--- src/key_policy_pkg.sv ---
// ============================================================
// shared constants and types for the key-usage policy unit
package key_policy_pkg;

    // ============================================================
    // final-key-use bitmap geometry
    localparam int BITMAP_FIRST_BYTE = 68;
    localparam int BITMAP_LAST_BYTE = 83;
    localparam int BITMAP_BYTES = BITMAP_LAST_BYTE - BITMAP_FIRST_BYTE + 1;
    localparam int BITMAP_BITS = 8 * BITMAP_BYTES;
    localparam int BYTE_IDX_W = $clog2(BITMAP_BYTES);
    localparam logic [7:0] BYTE_EMPTY = 8'h00;
    localparam logic [7:0] BIT_FIRST_MASK = 8'h80;

    // ============================================================
    // slot and selector decoding
    localparam logic [3:0] FINAL_KEY_SLOT = 4'hF;
    localparam logic [15:0] TRANSPORT_SEL_MIN = 16'h8000;
    localparam logic [3:0] READ_KEY_COPY_ENABLE = 4'h0;
    localparam logic [7:0] MODE_COPY_PLAIN = 8'h01;
    localparam logic [7:0] MODE_COPY_REPLAY = 8'h05;
    localparam int MODE_SOURCE_BIT = 2;
    localparam int SLOT_COUNT = 16;

    // ============================================================
    // widths and reset values
    localparam int KEY_W = 256;
    localparam logic [KEY_W-1:0] TEMP_DATA_RST = '0;

    // ============================================================
    // commands and results
    typedef enum logic [2:0] {
        CMD_READ,
        CMD_WRITE,
        CMD_MAC_CHECK,
        CMD_DIGEST_GEN,
        CMD_KEY_DERIVE,
        CMD_OTHER_CRYPTO
    } cmd_type;

    typedef enum logic [1:0] {
        RES_OK,
        RES_MISMATCH,
        RES_USE_EXHAUSTED,
        RES_BAD_SELECTOR
    } result_type;

    typedef struct packed {
        cmd_type cmd;
        logic [15:0] selector;
        logic [3:0] parent_slot;
        logic [7:0] mode;
        logic map_secondary;
        logic [KEY_W-1:0] response;
    } request_type;

    typedef struct packed {
        logic source;
        logic generated_data;
        logic check_only;
        logic valid;
    } temp_flags_type;

    localparam temp_flags_type TEMP_FLAGS_RST = '0;

    typedef struct packed {
        logic transport;
        logic [3:0] key_slot;
        logic [15:0] selector;
        logic password_first;
    } hash_req_type;

endpackage

--- src/first_set_finder.sv ---
`timescale 1ns/1ps
`default_nettype none
// ============================================================
// priority search for the first bit still one, msb of byte 0 first
module first_set_finder #(
    parameter int BYTES = 16,
    parameter int IDX_W = 4
) (
    input wire logic [8*BYTES-1:0] bitmap,
    output logic any_set,
    output logic [IDX_W-1:0] byte_idx,
    output logic [2:0] bit_idx
);

    always_comb begin
        any_set = 1'b0;
        byte_idx = '0;
        bit_idx = '0;
        // walk backwards so the earliest hit is the one that stays
        for (int b = BYTES - 1; b >= 0; b--) begin
            for (int i = 0; i < 8; i++) begin
                if (bitmap[8*b + i]) begin
                    any_set = 1'b1;
                    byte_idx = IDX_W'(b);
                    bit_idx = 3'(i);
                end
            end
        end
    end

endmodule // first_set_finder
`default_nettype wire

--- src/key_usage_policy_unit.sv ---
`timescale 1ns/1ps
`default_nettype none
// What this block does
// - key 15 limit only when enable set
// - all-zero bitmap makes key 15 error
// - clear first one bit, byte 68 bit 7
// - bitmap can be refilled only while config_locked is low
// - one bit at risk on power loss
// - read and write leave bitmap alone
// - copy function consumes no use bits
// - derive limits parent key, not target
// - copy target is password slot or next
// - copy needs target read-key pointer zero
// - copy needs mode 01/05, source flag match
// - hash stored password then temp nonce
// - on match load target into temp key
// - after copy set temp flags as defined
// - transport selector only for digest generate
// - low four selector bits pick data slot
module key_usage_policy_unit
    import key_policy_pkg::*;
(
    input wire logic clk,
    input wire logic sys_rst,
    input wire logic clk_en,
    // command in
    input wire logic req_valid,
    output logic req_ready,
    input wire key_policy_pkg::request_type req,
    output logic done,
    output key_policy_pkg::result_type result_q,
    // slot configuration
    input wire logic use_limit_enable,
    input wire logic [4*key_policy_pkg::SLOT_COUNT-1:0] read_key_pointer,
    // personalization of the bitmap while configuration is open
    input wire logic config_locked,
    input wire logic pers_we,
    input wire logic [key_policy_pkg::BYTE_IDX_W-1:0] pers_idx,
    input wire logic [7:0] pers_byte,
    output logic [key_policy_pkg::BITMAP_BITS-1:0] final_key_use_bitmap,
    // hash engine
    output logic hash_start,
    output key_policy_pkg::hash_req_type hash_req_q,
    input wire logic hash_done,
    input wire logic [key_policy_pkg::KEY_W-1:0] hash_digest,
    // data slot read port, data valid one cycle after the strobe
    output logic slot_rd_en,
    output logic [3:0] slot_rd_addr_q,
    input wire logic [key_policy_pkg::KEY_W-1:0] slot_rd_data,
    // temporary key register
    input wire logic temp_load,
    input wire logic [key_policy_pkg::KEY_W-1:0] temp_load_data,
    input wire key_policy_pkg::temp_flags_type temp_load_flags,
    output logic [key_policy_pkg::KEY_W-1:0] temporary_key_register,
    output key_policy_pkg::temp_flags_type temp_flags_q
);

    import key_policy_pkg::*;

    // ============================================================
    // helpers
    function automatic logic is_crypto(input cmd_type c);
        return (c != CMD_READ) && (c != CMD_WRITE);
    endfunction

    function automatic logic [3:0] read_ptr_of(
        input logic [4*SLOT_COUNT-1:0] tbl,
        input logic [3:0] slot
    );
        return tbl[4*slot +: 4];
    endfunction

    // ============================================================
    // state
    typedef enum logic [2:0] {
        S_IDLE,
        S_CHECK,
        S_HASH,
        S_WAIT,
        S_FETCH,
        S_LOAD,
        S_DONE
    } state_type;

    state_type state_q, state_d;
    request_type req_q;
    logic [7:0] bitmap_q [BITMAP_BYTES];
    logic [BITMAP_BITS-1:0] bitmap_flat;
    logic [KEY_W-1:0] temp_data_q;
    result_type result_d;
    logic copy_mode_q;

    // ============================================================
    // decode of the latched command
    logic transport_sel;
    logic bad_selector;
    logic [3:0] data_slot;
    logic [3:0] key_slot;
    logic [3:0] copy_target;
    logic copy_mode;
    logic limit_applies;
    logic any_left;
    logic [BYTE_IDX_W-1:0] hit_byte;
    logic [2:0] hit_bit;
    logic consume;
    logic use_fail;
    logic digest_match;

    assign transport_sel = req_q.selector >= TRANSPORT_SEL_MIN;
    assign bad_selector = transport_sel &&
        (req_q.cmd != CMD_DIGEST_GEN);
    assign data_slot = req_q.selector[3:0];

    // the derive parent is the key that is really used
    assign key_slot = (req_q.cmd == CMD_KEY_DERIVE) ?
        req_q.parent_slot : data_slot;

    // password slot is the selected one; secondary sits one above
    assign copy_target = req_q.map_secondary ?
        4'(data_slot + 4'h1) : data_slot;

    // pointer zero enables copy only with mac check, mode 01/05 and source match; no other slot bit overrides
    assign copy_mode = (req_q.cmd == CMD_MAC_CHECK) &&
        ((req_q.mode == MODE_COPY_PLAIN) ||
         (req_q.mode == MODE_COPY_REPLAY)) &&
        (temp_flags_q.source == req_q.mode[MODE_SOURCE_BIT]) &&
        (read_ptr_of(read_key_pointer, copy_target) ==
         READ_KEY_COPY_ENABLE);

    // read, write and copy never touch the bitmap
    assign limit_applies = use_limit_enable &&
        is_crypto(req_q.cmd) &&
        !copy_mode &&
        !transport_sel &&
        (key_slot == FINAL_KEY_SLOT);

    first_set_finder #(
        .BYTES(BITMAP_BYTES),
        .IDX_W(BYTE_IDX_W)
    ) finder (
        .bitmap(bitmap_flat),
        .any_set(any_left),
        .byte_idx(hit_byte),
        .bit_idx(hit_bit)
    );

    assign use_fail = limit_applies && !any_left;
    assign consume = (state_q == S_CHECK) && clk_en && !bad_selector &&
        limit_applies && any_left;
    assign digest_match = hash_digest == req_q.response;

    // ============================================================
    // final-key-use bitmap
    // no reset: this models nonvolatile storage, and a reset that
    // set it back would hand out fresh uses
    genvar g;
    for (g = 0; g < BITMAP_BYTES; g++) begin : g_flat
        assign bitmap_flat[8*g +: 8] = bitmap_q[g];
    end
    assign final_key_use_bitmap = bitmap_flat;

    always_ff @(posedge clk) begin
        if (clk_en) begin
            if (consume) begin
                // exactly one bit falls per use, so an interrupted
                // command can only leave that one bit in doubt
                bitmap_q[hit_byte] <= bitmap_q[hit_byte] &
                    ~(BIT_FIRST_MASK >> (3'd7 - hit_bit));
            end else if (pers_we && !config_locked) begin
                // only open before lock; no path sets bits later
                bitmap_q[pers_idx] <= pers_byte;
            end
        end
    end

    // ============================================================
    // command sequencer
    always_comb begin
        state_d = state_q;
        result_d = result_q;
        case (state_q)
            S_IDLE: begin
                if (req_valid) begin
                    state_d = S_CHECK;
                end
            end
            S_CHECK: begin
                if (bad_selector) begin
                    result_d = RES_BAD_SELECTOR;
                    state_d = S_DONE;
                end else if (use_fail) begin
                    // abort before any hashing, nothing is modified
                    result_d = RES_USE_EXHAUSTED;
                    state_d = S_DONE;
                end else if (!is_crypto(req_q.cmd)) begin
                    result_d = RES_OK;
                    state_d = S_DONE;
                end else begin
                    state_d = S_HASH;
                end
            end
            S_HASH: begin
                state_d = S_WAIT;
            end
            S_WAIT: begin
                if (hash_done) begin
                    if (!digest_match && req_q.cmd == CMD_MAC_CHECK) begin
                        result_d = RES_MISMATCH;
                        state_d = S_DONE;
                    end else if (copy_mode_q) begin
                        result_d = RES_OK;
                        state_d = S_FETCH;
                    end else begin
                        result_d = RES_OK;
                        state_d = S_DONE;
                    end
                end
            end
            S_FETCH: begin
                state_d = S_LOAD;
            end
            S_LOAD: begin
                state_d = S_DONE;
            end
            S_DONE: begin
                state_d = S_IDLE;
            end
            default: begin
                state_d = S_IDLE;
            end
        endcase
    end

    always_ff @(posedge clk) begin
        if (sys_rst) begin
            state_q <= S_IDLE;
            result_q <= RES_OK;
        end else if (clk_en) begin
            state_q <= state_d;
            result_q <= result_d;
        end
    end

    // ============================================================
    // latched request
    always_ff @(posedge clk) begin
        if (sys_rst) begin
            req_q <= '0;
        end else if (clk_en && state_q == S_IDLE && req_valid) begin
            req_q <= req;
        end
    end

    // copy decision is frozen when the hash is launched so a
    // temp key change meanwhile cannot open the copy path
    always_ff @(posedge clk) begin
        if (sys_rst) begin
            copy_mode_q <= 1'b0;
        end else if (clk_en && state_q == S_CHECK) begin
            copy_mode_q <= copy_mode;
        end
    end

    // ============================================================
    // hash request
    always_ff @(posedge clk) begin
        if (sys_rst) begin
            hash_req_q <= '0;
        end else if (clk_en && state_q == S_CHECK) begin
            hash_req_q.transport <= transport_sel;
            hash_req_q.key_slot <= key_slot;
            hash_req_q.selector <= req_q.selector;
            hash_req_q.password_first <= copy_mode;
        end
    end

    // ============================================================
    // slot read address for the copy
    always_ff @(posedge clk) begin
        if (sys_rst) begin
            slot_rd_addr_q <= 4'h0;
        end else if (clk_en && state_q == S_CHECK) begin
            slot_rd_addr_q <= copy_target;
        end
    end

    // ============================================================
    // temporary key register
    always_ff @(posedge clk) begin
        if (sys_rst) begin
            temp_data_q <= TEMP_DATA_RST;
            temp_flags_q <= TEMP_FLAGS_RST;
        end else if (clk_en) begin
            if (state_q == S_LOAD) begin
                temp_data_q <= slot_rd_data;
                temp_flags_q.source <= 1'b1;
                temp_flags_q.generated_data <= 1'b0;
                temp_flags_q.check_only <= 1'b0;
                temp_flags_q.valid <= 1'b1;
            end else if (temp_load && state_q == S_IDLE) begin
                // outside loads are dropped, not held, while a command owns the nonce
                temp_data_q <= temp_load_data;
                temp_flags_q <= temp_load_flags;
            end
        end
    end

    assign temporary_key_register = temp_data_q;

    // ============================================================
    // handshakes
    assign req_ready = (state_q == S_IDLE) && clk_en;
    assign hash_start = (state_q == S_HASH) && clk_en;
    assign slot_rd_en = (state_q == S_FETCH) && clk_en;
    assign done = (state_q == S_DONE) && clk_en;

endmodule // key_usage_policy_unit
`default_nettype wire

--- config.mk ---
export PLATFORM = sky130hd
export DESIGN_NAME = key_usage_policy_unit
export DESIGN_NICKNAME = d
export VERILOG_FILES = /design/src/key_policy_pkg.sv /design/src/first_set_finder.sv /design/src/key_usage_policy_unit.sv
export SDC_FILE = /design/constraint.sdc
export NUM_CORES = 2
export LEC_CHECK = 0
export BUFFER_PORTS_ARGS = -buffer_cell sky130_fd_sc_hd__buf_2
export CAP_MARGIN = 40
export CORE_AREA = 2 2 602 604
export DETAILED_ROUTE_END_ITERATION = 7
export DIE_AREA = 0 0 604 606
export PLACE_DENSITY_LB_ADDON = 0.08
export SLEW_MARGIN = 40
export SYNTH_ARGS = -nofsm -noshare
export SYNTH_HDL_FRONTEND = slang
export SYNTH_SLANG_ARGS = --single-unit
export TNS_END_PERCENT = 1
--- constraint.sdc ---
create_clock -name clk -period 4.82 [get_ports clk]
set_input_delay 0.482 -clock clk [delete_from_list [all_inputs] [get_ports clk]]
set_output_delay 0.482 -clock clk [all_outputs]
set_load 0.02 [all_outputs]
==> metrics <==
post-synthesis sequential area ratio=48.0%; WL final=315,000 um; syn_area_per_cell=between 8 and 9 sq um; max cap viols=0; Max Freq=roughly 210 MHz; fraction of layout cells with a size suffix above 1=a little under a third; VDD IR max=320 uV; cell area power density=around 310 nW/um^2; Final Max Slew Viols=0; drt wl/cell=28.1 um; Gate Count Post-Synth=between 3,000 and 4,000; number of H-tree levels=3; Critical Path RT=between 5 and 6 ns; global-route wire length before repair=400,000 um; Hold Startpoint=req[266]; Distinct cells, synth=84; initial antenna violation count=207; worst-margin pin slew=0.930 ns; IO Count=1,565; Worst Path Arrival=about 5.2 ns; Hold Path Class=primary input to flip-flop; RSZ-0062 raised after global routing=no; DIE HEIGHT=slightly above 600 um; CP Launch Type=flip-flop; row count=between 200 and 250; Die W=roughly 600 um; # port buffers=~1,600; Fill cells=slightly above 40,000; Commonest cells post-synth=1,167 x nand2_1, 579 x dfxtp_1, 366 x a21oi_1; Initial Util=8.92%; vias in the first global route=between 40,000 and 50,000; fin crit share=between 90 and 100%; final core utilization=between 10% and 20%; Leak=0.0235 uW; DR vias/cell=~3.6; Post-synth EDFFs=between 100 and 150; drt initial violations=~2,500; Clk pin slew, worst setup/hold paths=0.06 ns; RR Startpoint=bitmap_q[0][5]; Vias=40,400; DRT antenna net count=0; count leader, synth=nand2_1; Placement Cell Area=46,900 sq um; clk sinks=approximately 710; post-synthesis register bit count=707; relative slew slack=roughly 36%; Layout Nets=approximately 7,400; routability cong.=a little under 0.9; Period minus WS final=around 4.7 ns; Clock Path Buffers=4; # DRC=0; die footprint=about 370,000 sq um; Synth warnings=0; Yosys top cell area share=a little over a third; Final Setup Violations=0; core area=around 360,000 sq um; largest net degree at the start of global routing=164; Clock Latency Late Sink=around 0.87 ns; Fin Clk Skew=approximately 0.096 ns; router iterations before antenna repair=5; worst setup path category=flip-flop to flip-flop; area leader, netlist=dfxtp_1; synth top area cells=dfxtp_1 36%, nand2_1 14%, edfxtp_1 12%; worst setup path startpoint=bitmap_q[0][5]; cell area after layout=between 50,000 and 60,000 sq um; status=complete, no violations; Async S/R FF share, synth=0%; TritonCTS clock tree=done; CP Capture Type=flip-flop; Area Growth Syn to Fin=81.3%; Root Buffer=clkbuf_16; Mapped Nets=between 5,000 and 6,000; total gr overflow=0; Detail Placement HPWL=261,000 um; Num CTS Buffers=between 100 and 150; Final Hold Vio Count=0; GRT Total Usage=16.4%; Synth Flop Type=dfxtp_1; mapped cell area=around 32,000 sq um; CP Max Fanout=10
==> repair_timing <==
item / in CTS / in global routing
setup endpoints to repair: 24 / 28
hold buffers: 765 / 0
buffers inserted: 3 / 0
pin swaps: 1 / 0
gates resized for setup: 0 / 3
hold endpoints to repair: 534 / 0
==> sequential cells by signal (all words and copies together), names as in the netlist <==
name	cells
slot_rd_addr_q	4
req_q	284
temp_flags_q	4
temporary_key_register	256
data_slot	4
bitmap_q	128
hash_req_q	22
result_q	2
state_q	3
==> final timing paths <==
kind                endpoint  slack (ns)  cells past startpoint
max          bitmap_q[10][2]         0.1                     14
min               req_q[266]        0.04                      3
max reg2reg  bitmap_q[10][2]         0.1                     14
min reg2reg   hash_req_q[12]        0.45                      2
==> placed cells by master, fill, tap and decap left out, types with 19 or more instances in the layout <==
cell type      Yosys  routed
a21oi_1          366     366
a311oi_1         259     259
buf_12             1      23
buf_2              4    1563
buf_4              1     194
clkbuf_1         244      29
clkbuf_16          0     113
clkbuf_8           0      24
dfxtp_1          579     579
diode_2            0      37
dlygate4sd3_1      0     765
edfxtp_1         128     128
inv_1             48      48
mux2i_1           28      27
nand2_1         1167    1166
nand4_1           68      68
nor2_1           337     335
nor2b_1           23      23
nor3_1            51      50
nor4_1            78      68
o21ai_0           19      19
xnor2_1          191     189
xor2_1            43      41
==> worst max-delay path: stages (launching register included) <==
cell	delay [ns]
edfxtp_1	0.40
or4_4	0.58
nor4b_1	0.55
buf_4	0.21
o221ai_1	0.22
a221oi_1	0.31
buf_4	0.19
nor2_2	0.14
buf_4	0.22
nor2_1	0.09
nor3_1	0.07
a2111oi_0	0.84
buf_4	0.23
a21oi_1	0.08
buf_4	0.21
==> stage by stage <==
stage	worst slack, ns	instances	hold WS, ns	TNS [ns]	power (uW)
global placement	-0.111	10200	0.441	-1.69	9620
finish	0.0976	11200	0.0446	0	18300
detailed placement	-0.0795	10200	0.447	-0.791	9620
floorplan	0.687	3901	0.432	0	7860
global route	0.00794	11200	0.00921	0	19200
CTS	0.153	11200	0.00204	0	18800
==> routing by layer <==
metal  routed length [um]  global-route usage (%)
met1               135000                    20.8
met2               145000                    26.8
met3                28600                    6.13
met4                 6110                    2.68
met5                  336                       0
==> cell type report <==
class / instances / area, sq um / area share, %
antenna: 37 / 92.6 / 0.159
clock buffer: 166 / 3270 / 5.60
clock inverter: 29 / 259 / 0.444
inverter: 49 / 184 / 0.316
multi-input combinational: 2876 / 15600 / 26.8
sequential: 707 / 15400 / 26.5
tap: 4794 / 6000 / 10.3
timing repair buffer: 2547 / 17400 / 29.9
==> power breakdown <==
part	internal (uW)	switching (uW)	total [uW]
clock network	4760	3500	8260
logic	1460	1980	3440
registers	6350	297	6650
total	12600	5770	18300
==> logic make-up after synthesis <==
logic type | after synthesis | synth area share, %
flops | 707 | 48.0
compound gates | 795 | 16.9
xor+xnor | 234 | 6.37
simple gates | 1813 | 23.7
buf+inv | 318 | 3.86
mux | 32 | 1.08
fa+ha+maj | 2 | 0.0778
Note: power is estimated with default switching activity, not from simulation.
